$ cat src/rtl/cifr_pkg.sv
// Shared constants for the CPU interrupt flag register block.
package cifr_pkg;

   ////////////////////////////////////////////////////////////////////////////
   // Register offsets on the special function register port.
   localparam logic [7:0] CIFR_OFS_FLAG_THREE = 8'h9b;
   localparam logic [7:0] CIFR_OFS_FLAG_FOUR  = 8'hc0;
   localparam logic [7:0] CIFR_OFS_EVT_STATUS = 8'hf8;
   localparam logic [7:0] CIFR_OFS_EVT_MASK   = 8'hf9;

   ////////////////////////////////////////////////////////////////////////////
   // Reset values.
   localparam logic [7:0] CIFR_RST_FLAG_THREE = 8'h00;
   localparam logic [7:0] CIFR_RST_FLAG_FOUR  = 8'h00;
   localparam logic [7:0] CIFR_RST_EVT_STATUS = 8'h00;
   localparam logic [7:0] CIFR_RST_EVT_MASK   = 8'h00;

   ////////////////////////////////////////////////////////////////////////////
   // Field positions in the third flag register.
   localparam int CIFR_RADIO_LO_BIT = 0;
   localparam int CIFR_RADIO_HI_BIT = 1;
   localparam logic [7:0] CIFR_FLAG_THREE_USED = 8'h03;

   ////////////////////////////////////////////////////////////////////////////
   // Field positions in the fourth flag register.
   localparam int CIFR_DMA_DONE_BIT   = 0;
   localparam int CIFR_TIMER_ONE_BIT  = 1;
   localparam int CIFR_TIMER_FOUR_BIT = 4;
   localparam int CIFR_PORT_ZERO_BIT  = 5;
   localparam int CIFR_RESERVED_BIT   = 6;
   localparam int CIFR_SLEEP_BIT      = 7;
   localparam int CIFR_TIMER_COUNT    = 4;

   ////////////////////////////////////////////////////////////////////////////
   // Field positions in the event status and mask registers.
   localparam int CIFR_EVT_RADIO     = 0;
   localparam int CIFR_EVT_SLEEP     = 1;
   localparam int CIFR_EVT_PORT_ZERO = 2;
   localparam int CIFR_EVT_TIMER_LO  = 3;
   localparam int CIFR_EVT_DMA       = 7;

   // Width of the register data port.
   localparam int CIFR_DATA_W = 8;

endpackage

$ cat src/rtl/cifr_top.sv
// How it works
// A radio interrupt sets both radio flag bits together.
// Software setting either radio bit alone raises the radio request.
// All flags reset to 0; 1 means pending, 0 means not pending.
// Software keeps reserved bit 6 of the fourth register at 0.
// A set reserved bit 6 keeps its request asserted indefinitely.
// Timer flags bits 1-4 set on timer events, cleared on vectoring.
// Bit 7 is the sleep timer flag, readable and writable.
// Bit 5 is the port 0 flag, readable and writable.
// Bit 0 is the DMA complete flag, readable and writable.
// Software clears non-hardware-cleared flags by writing 0 in its handler.
`timescale 1ns/1ns
module cifr_top
   import cifr_pkg::*;
#(
   parameter int ADDR_W = 8
)
(
   input  wire logic                   clk,
   input  wire logic                   sys_rst,
   input  wire logic [ADDR_W-1:0]      reg_addr,
   input  wire logic [CIFR_DATA_W-1:0] reg_wdata,
   input  wire logic                   reg_wr,
   input  wire logic                   reg_rd,
   output logic      [CIFR_DATA_W-1:0] reg_rdata_q,
   input  wire logic                   radio_evt,
   input  wire logic                   sleep_evt,
   input  wire logic                   port_zero_evt,
   input  wire logic [3:0]             timer_evt,
   input  wire logic                   dma_done_evt,
   input  wire logic [3:0]             timer_vec_ack,
   output logic                        radio_req_q,
   output logic      [7:0]             pend_four_q,
   output logic                        irq_q
);

   // The decoder compares the whole address with the eight-bit offsets, so it needs at least eight bits.
   if (ADDR_W < 8)
   begin : g_bad_addr_w
      $error("cifr_top: ADDR_W must be at least 8");
   end

   ////////////////////////////////////////////////////////////////////////////
   // Address decode.

   logic [CIFR_DATA_W-1:0] flag_three_q;
   logic [CIFR_DATA_W-1:0] flag_three_d;
   logic [CIFR_DATA_W-1:0] flag_four_q;
   logic [CIFR_DATA_W-1:0] flag_four_d;
   logic [CIFR_DATA_W-1:0] evt_status_q;
   logic [CIFR_DATA_W-1:0] evt_status_d;
   logic [CIFR_DATA_W-1:0] evt_mask_q;
   logic [CIFR_DATA_W-1:0] evt_mask_d;
   logic [CIFR_DATA_W-1:0] reg_rdata_d;
   logic                   radio_req_d;
   logic [7:0]             pend_four_d;
   logic                   irq_d;
   logic                   hit_three;
   logic                   hit_four;
   logic                   hit_status;
   logic                   hit_mask;
   logic [7:0]             timer_set;
   logic [7:0]             timer_clr;
   logic [7:0]             four_set;
   logic [7:0]             evt_hits;

   // Upper address bits must be zero for any register to answer.
   assign hit_three  = (reg_addr == ADDR_W'(CIFR_OFS_FLAG_THREE));
   assign hit_four   = (reg_addr == ADDR_W'(CIFR_OFS_FLAG_FOUR));
   assign hit_status = (reg_addr == ADDR_W'(CIFR_OFS_EVT_STATUS));
   assign hit_mask   = (reg_addr == ADDR_W'(CIFR_OFS_EVT_MASK));

   ////////////////////////////////////////////////////////////////////////////
   // Per-timer set and vector-clear lanes in the fourth flag register.

   for (genvar i = 0; i < 8; i++)
   begin : g_timer_lane
      if (i >= CIFR_TIMER_ONE_BIT && i <= CIFR_TIMER_FOUR_BIT)
      begin : g_tmr
         assign timer_set[i] = timer_evt[i-CIFR_TIMER_ONE_BIT];
         assign timer_clr[i] = timer_vec_ack[i-CIFR_TIMER_ONE_BIT];
      end
      else
      begin : g_none
         assign timer_set[i] = 1'b0;
         assign timer_clr[i] = 1'b0;
      end
   end

   ////////////////////////////////////////////////////////////////////////////
   // Flag registers next state.

   // Writes store, vectoring clears, and a hardware set beats both.
   always_comb
   begin
      flag_three_d = flag_three_q;
      if (reg_wr && hit_three)
      begin
         flag_three_d = reg_wdata & CIFR_FLAG_THREE_USED;
      end
      if (radio_evt)
      begin
         flag_three_d[CIFR_RADIO_HI_BIT] = 1'b1;
         flag_three_d[CIFR_RADIO_LO_BIT] = 1'b1;
      end

      four_set = timer_set;
      four_set[CIFR_SLEEP_BIT]     = sleep_evt;
      four_set[CIFR_PORT_ZERO_BIT] = port_zero_evt;
      four_set[CIFR_DMA_DONE_BIT]  = dma_done_evt;

      flag_four_d = flag_four_q;
      if (reg_wr && hit_four)
      begin
         // Bit 6 is stored as written so a stray set stays visible.
         flag_four_d = reg_wdata;
      end
      flag_four_d = (flag_four_d & ~timer_clr) | four_set;
   end

   // Flag registers, cleared by reset.
   always_ff @(posedge clk)
   begin
      if (sys_rst)
      begin
         flag_three_q <= CIFR_RST_FLAG_THREE;
         flag_four_q  <= CIFR_RST_FLAG_FOUR;
      end
      else
      begin
         flag_three_q <= flag_three_d;
         flag_four_q  <= flag_four_d;
      end
   end

   ////////////////////////////////////////////////////////////////////////////
   // Request outputs to the CPU.

   // Either radio bit alone requests service; no hardware clear on bit 6.
   always_comb
   begin
      radio_req_d = |flag_three_d[CIFR_RADIO_HI_BIT:CIFR_RADIO_LO_BIT];
      pend_four_d = flag_four_d;
   end

   // Request flops track the flags in the same cycle.
   always_ff @(posedge clk)
   begin
      if (sys_rst)
      begin
         radio_req_q <= 1'b0;
         pend_four_q <= 8'h00;
      end
      else
      begin
         radio_req_q <= radio_req_d;
         pend_four_q <= pend_four_d;
      end
   end

   ////////////////////////////////////////////////////////////////////////////
   // Event status, mask and interrupt line.

   // Sticky event bits, cleared by writing one; a new event wins.
   always_comb
   begin
      evt_hits = 8'h00;
      evt_hits[CIFR_EVT_RADIO]     = radio_evt;
      evt_hits[CIFR_EVT_SLEEP]     = sleep_evt;
      evt_hits[CIFR_EVT_PORT_ZERO] = port_zero_evt;
      evt_hits[CIFR_EVT_TIMER_LO +: CIFR_TIMER_COUNT] = timer_evt;
      evt_hits[CIFR_EVT_DMA]       = dma_done_evt;
      evt_status_d = evt_status_q;
      if (reg_wr && hit_status)
      begin
         evt_status_d = evt_status_q & ~reg_wdata;
      end
      evt_status_d = evt_status_d | evt_hits;
      evt_mask_d = evt_mask_q;
      if (reg_wr && hit_mask)
      begin
         evt_mask_d = reg_wdata;
      end
      irq_d = |(evt_status_d & evt_mask_d);
   end

   // Status, mask and interrupt flops.
   always_ff @(posedge clk)
   begin
      if (sys_rst)
      begin
         evt_status_q <= CIFR_RST_EVT_STATUS;
         evt_mask_q   <= CIFR_RST_EVT_MASK;
         irq_q        <= 1'b0;
      end
      else
      begin
         evt_status_q <= evt_status_d;
         evt_mask_q   <= evt_mask_d;
         irq_q        <= irq_d;
      end
   end

   ////////////////////////////////////////////////////////////////////////////
   // Read port.

   // Read data appear the cycle after the strobe; other times read zero.
   always_comb
   begin
      reg_rdata_d = '0;
      if (reg_rd)
      begin
         if (hit_three)
         begin
            reg_rdata_d = flag_three_q;
         end
         else if (hit_four)
         begin
            reg_rdata_d = flag_four_q;
         end
         else if (hit_status)
         begin
            reg_rdata_d = evt_status_q;
         end
         else if (hit_mask)
         begin
            reg_rdata_d = evt_mask_q;
         end
      end
   end

   // Read data register.
   always_ff @(posedge clk)
   begin
      if (sys_rst)
      begin
         reg_rdata_q <= '0;
      end
      else
      begin
         reg_rdata_q <= reg_rdata_d;
      end
   end

   ////////////////////////////////////////////////////////////////////////////
   // Checks.

   logic       wr_four;
   logic [3:0] ack_only;

   // Helper terms that the checks read.
   assign wr_four  = reg_wr && hit_four;
   assign ack_only = timer_vec_ack & ~timer_evt;
endmodule

$ cat config.mk
export PLATFORM = sky130hd
export DESIGN_NAME = cifr_top
export DESIGN_NICKNAME = d
export VERILOG_FILES = /design/src/rtl/cifr_pkg.sv /design/src/rtl/cifr_top.sv
export SDC_FILE = /design/constraint.sdc
export NUM_CORES = 1
export LEC_CHECK = 0
export ABC_CLOCK_PERIOD_IN_PS = 2400
export CORE_MARGIN = 2
export CORE_UTILIZATION = 50
export DETAILED_ROUTE_END_ITERATION = 16
export DONT_BUFFER_PORTS = 1
export PLACE_DENSITY_LB_ADDON = 0.25
export SLEW_MARGIN = 0
export SYNTH_ARGS = -nofsm -noshare
export SYNTH_HDL_FRONTEND = slang
export SYNTH_SLANG_ARGS = --single-unit
$ cat constraint.sdc
create_clock -name clk -period 2.4 [get_ports clk]
set_input_delay 0.36 -clock clk [delete_from_list [all_inputs] [get_ports clk]]
set_output_delay 0.36 -clock clk [all_outputs]
set_load 0.005 [all_outputs]
# After elaboration in Yosys (flattened, before gate mapping)
# Cells that the tools add are included.
# totals
register_bits	36
inputBits	32
output_inout_bits	18
word_cells	37
# classes
n_eq_ne	4
mux	9
bitwise_logic	8
reduce_logical	8
# op_table
operator	n
8-bit two-way mux	6
8-bit == test (second input constant)	4
8-bit bitwise AND	3
8-bit bitwise OR	2
5-bit inverter with 8-bit output	1
8-bit inverter	1
8-bit OR reduction	1
2-bit two-way mux	3
1-bit logical AND	4
2-bit OR reduction	2
3-bit OR reduction	1
1-bit inverter	1

# Longest topological paths before layout
# depth
word_depth	6
ltp_mapped	7
depth_no_buf	5

# Worst setup path after synthesis
# No wires, ideal clock.
# synth_timing
kind	input -> register
startpoint	in reg_addr[2]
endpoint	reg irq_q
setup_ns	0.125
t_arrival_ns	1.800
required_ns	2.275
slack_ns	0.475
stages	7
path_buffers	2
cell_sequence	and4bb_1 > buf_6 > and4_4 > buf_6 > mux2i_1 > o22ai_1 > o41a_1
# synth_via
elab_chain_cells	6
# synth_rtl
item	line_no	text
start, declared	cifr_top.sv:21	input wire logic [ADDR_W-1:0] reg_addr,
8-bit == test	cifr_top.sv:70	assign hit_status = (reg_addr == ADDR_W'(CIFR_OFS_EVT_STATUS));
1-bit logical AND	cifr_top.sv:174	if (reg_wr && hit_status)
8-bit two-way mux	cifr_top.sv:174	
8-bit bitwise OR	cifr_top.sv:178	evt_status_d = evt_status_d | evt_hits;
8-bit bitwise AND *	cifr_top.sv:184	irq_d = |(evt_status_d & evt_mask_d);
8-bit OR reduction *	cifr_top.sv:184	
end signal, assigned	cifr_top.sv:200	irq_q <= irq_d;
end, declared	cifr_top.sv:34	output logic irq_q
# Mark *: on every way between the ends. The rest lies on a longest branch, timed or not.
# A chain may end at the register's enable or synchronous reset.

# Worst setup path in the final report
# layout_timing
startpoint	in reg_addr[2]
endpoint	reg pend_four_q[3]
# layout_via
elab_chain_cells	5
# layout_rtl
item	line_no	text
8-bit == test	cifr_top.sv:69	assign hit_four = (reg_addr == ADDR_W'(CIFR_OFS_FLAG_FOUR));
1-bit logical AND	-	
8-bit two-way mux	cifr_top.sv:113	if (reg_wr && hit_four)
8-bit bitwise AND	cifr_top.sv:118	flag_four_d = (flag_four_d & ~timer_clr) | four_set;
8-bit bitwise OR	cifr_top.sv:118	
end signal, assigned	cifr_top.sv:157	pend_four_q <= pend_four_d;
end, declared	cifr_top.sv:33	output logic [7:0] pend_four_q,
# Every way passes these cells.

==> out/metrics.cfg <==
[outcome]
outcome = complete, no violations

[finish]
instances_no_fill = 208
num_antenna_cells = 0
drive_above_1_share_pct = 7.429
nNetsFinal = 207
syn2layout_area_growth_pct = 4.197
stdcell_area_mm2 = 0.001615

[setup_path]
r2r_start = evt_status_q[1]
worstSetupPathType = input port to flop
worstSetupEndpointType = flop
worstPathArrival_ns = 1.86
rrSetupSlack_ns = 1.23
reg2reg_to = irq_q
worstSetupStartpointType = input port
reg2reg_depth = 3
cp_data_required_time_ns = 2.65
path_max_fanout = 8

[job]
maxCapViolCount = 0

[yosys]
ys.flop_type = dfxtp_1
synth-seq-cells = 36
yosysSeqAreaShare_pct = 46.49
postSynthCellCount = 176
syn_nets = 208
synthesis.area_mm2 = 0.001550
avgSynthCellArea_um2 = 8.808
yosys.cell_types.count = 26
ys_warn_count = 0
async_flop_share_pct = 0
synth-edff-count = 0

[global_routing]
grt-busiest-layer = met2
met2_usage_pct = 32.76
gr-total-overflow = 0
antenna_found_initial = 0
use_met1_pct = 31.17
grt_pass1_vias = 1181
grt_usage_pct = 22.83
grtUsageMet3_pct = 9.740
grt_pass1_wl_mm = 5.913
grt_max_degree = 25

[sta]
drv_slew = 0
relSlewSlack_pct = 58.94
hold_slack_ns = 0.06551
fin_crit_ns = 1.610
layout_worst_path_cycle_share_pct = 67.10
setup_viol = 0
rsz0062_at_grt = no
fmax_mhz = 621.0
hold_violations = 0
finalSetupTns_ns = 0
final.setup_skew_ns = 0.01204
worstMarginPinSlew_ns = 0.6146

[clock_tree]
clk_pin_slew_ns = 0.11
cts_tree = yes
ctsResizeCount = 0
cts.sink_count = 36
clk-insertion-delay-late_ns = 0.34
cts_inserted_buffers = 5
post_cts_buffers = 0
postCtsHoldBufs = 0
cts.path.max_buffers = 2
h-tree-depth = 2
root_buffer = clkbuf_4

[floorplanning]
start_util_pct = 51.63
die_h_um = 59.68
die_area_mm2 = 0.003562
die_w_um = 59.68
rows = 20
design.core.area_mm2 = 0.003003
io_pins = 50

[power_and_ir_drop]
p_per_area_mw_per_mm2 = 651.0
p_leak_nw = 0.6247
ir_drop_mv = 0.3264

[placed_design]
dpl_cell_area_mm2 = 0.001550
dp_hpwl_mm = 2.764
post-place-cells = 201
portBuffers = 0
gp_routability_congestion = 0.8310

[detailed_routing]
viasPerCell = 6.202
dr.pass1.iters = 4
initialDrtViolationCount = 71
wl_mm = 3.746
drc = 0
drtAntennaViolNets = 0
via_count = 1290
wl_per_cell_um = 18.01

[worst_hold_path]
hold_path_end = flag_three_q[1]
hold_path_depth = 1
hold_path_class = input port to flop
hp-start = sys_rst

## power breakdown
part | internal [mW] | total, mW | switching [mW]
clock network | 0.166 | 0.360 | 0.194
registers | 0.619 | 0.635 | 0.0156
logic | 0.0270 | 0.0566 | 0.0296
## critical path: stages
cell	delay, ns
or3b_1	0.41
or4b_1	0.71
nand2_1	0.15
a21oi_1	0.07
o21a_1	0.16
## final cells by class
type / instances / area (um^2)
flip-flops and latches: 36 / 720.7
clock buffers: 7 / 65.06
fillers: 283 / 1388
multi-input cells: 123 / 743.2
repair buffers: 3 / 22.52
well taps: 33 / 41.29
inverters: 6 / 22.52
## cell usage in the layout, fill, tap and decap left out
cell type	n
a221oi_1	1
nor2b_1	1
dfxtp_1	36
o41a_1	1
nand2_1	9
o22ai_1	4
nor2_1	31
nand4_1	9
or2_2	1
inv_1	6
a21oi_1	26
buf_4	3
and4bb_1	1
clkbuf_4	5
nor3_1	2
or4b_1	1
nand2b_1	1
and3_1	1
clkbuf_8	2
or3b_1	1
nor3b_2	1
mux2i_1	21
a31oi_1	1
and4_4	1
o21a_1	4
nand3_1	5
## stage by stage
| step | power, mW | setup WS, ns | util [%] |
|---|---|---|---|
| 2_1_floorplan | 0.7006 | 0.4745 | - |
| 3_3_place_gp | 0.7025 | 0.4462 | 51.63 |
| 3_5_place_dp | 0.7044 | 0.4275 | 51.63 |
| 4_1_cts | 1.055 | 0.7900 | 53.79 |
| 5_1_grt | 1.095 | 0.7312 | 53.79 |
| 6_report | 1.052 | 0.7896 | 53.79 |
## metal layers
metal	share of wire [%]	wire (um)
met2	46	1706
met4	0.88	33
met1	42	1592
met3	11	413
met5	0	0
## synthesized netlist by cell type (3+ instances only)
| cell | n | share of area (%) |
|---|---|---|
| a21oi_1 | 26 | 8.4 |
| buf_2 | 6 | 1.9 |
| clkbuf_1 | 3 | 0.73 |
| dfxtp_1 | 36 | 46 |
| inv_1 | 6 | 1.5 |
| mux2i_1 | 21 | 14 |
| nand2_1 | 9 | 2.2 |
| nand3_1 | 5 | 1.6 |
| nand4_1 | 9 | 3.6 |
| nor2_1 | 31 | 7.5 |
| o21a_1 | 4 | 1.9 |
| o22ai_1 | 4 | 1.6 |
## sequential cells by signal, summed over array words and instances, names as in the netlist
register	flops
evt_status_q	8
evt_mask_q	8
reg_rdata_q	8
radio_req_q	1
flag_three_q	2
pend_four_q	8
irq_q	1
## how the worst max path moves through the flow
| stage | startpoint | endpoint | slack (ns) | cells after the start |
|---|---|---|---|---|
| after floorplan | reg_addr[2] | irq_q | 0.47 | 7 |
| after global placement | reg_addr[2] | pend_four_q[2] | 0.45 | 5 |
| after detailed placement | reg_addr[2] | pend_four_q[3] | 0.43 | 5 |
| after CTS | reg_addr[2] | pend_four_q[3] | 0.79 | 5 |
| after global routing | reg_addr[2] | pend_four_q[3] | 0.73 | 5 |
| final | reg_addr[2] | pend_four_q[3] | 0.79 | 5 |
## cell families after synthesis
| group | share of synthesized area [%] |
|---|---|
| and+or+nand+nor | 20.74 |
| AOI/OAI and AO/OA | 13.64 |
| DFF | 46.49 |
| muxes | 13.56 |
| buffers and inverters | 5.569 |
Note: power is estimated with default switching activity, not from simulation.
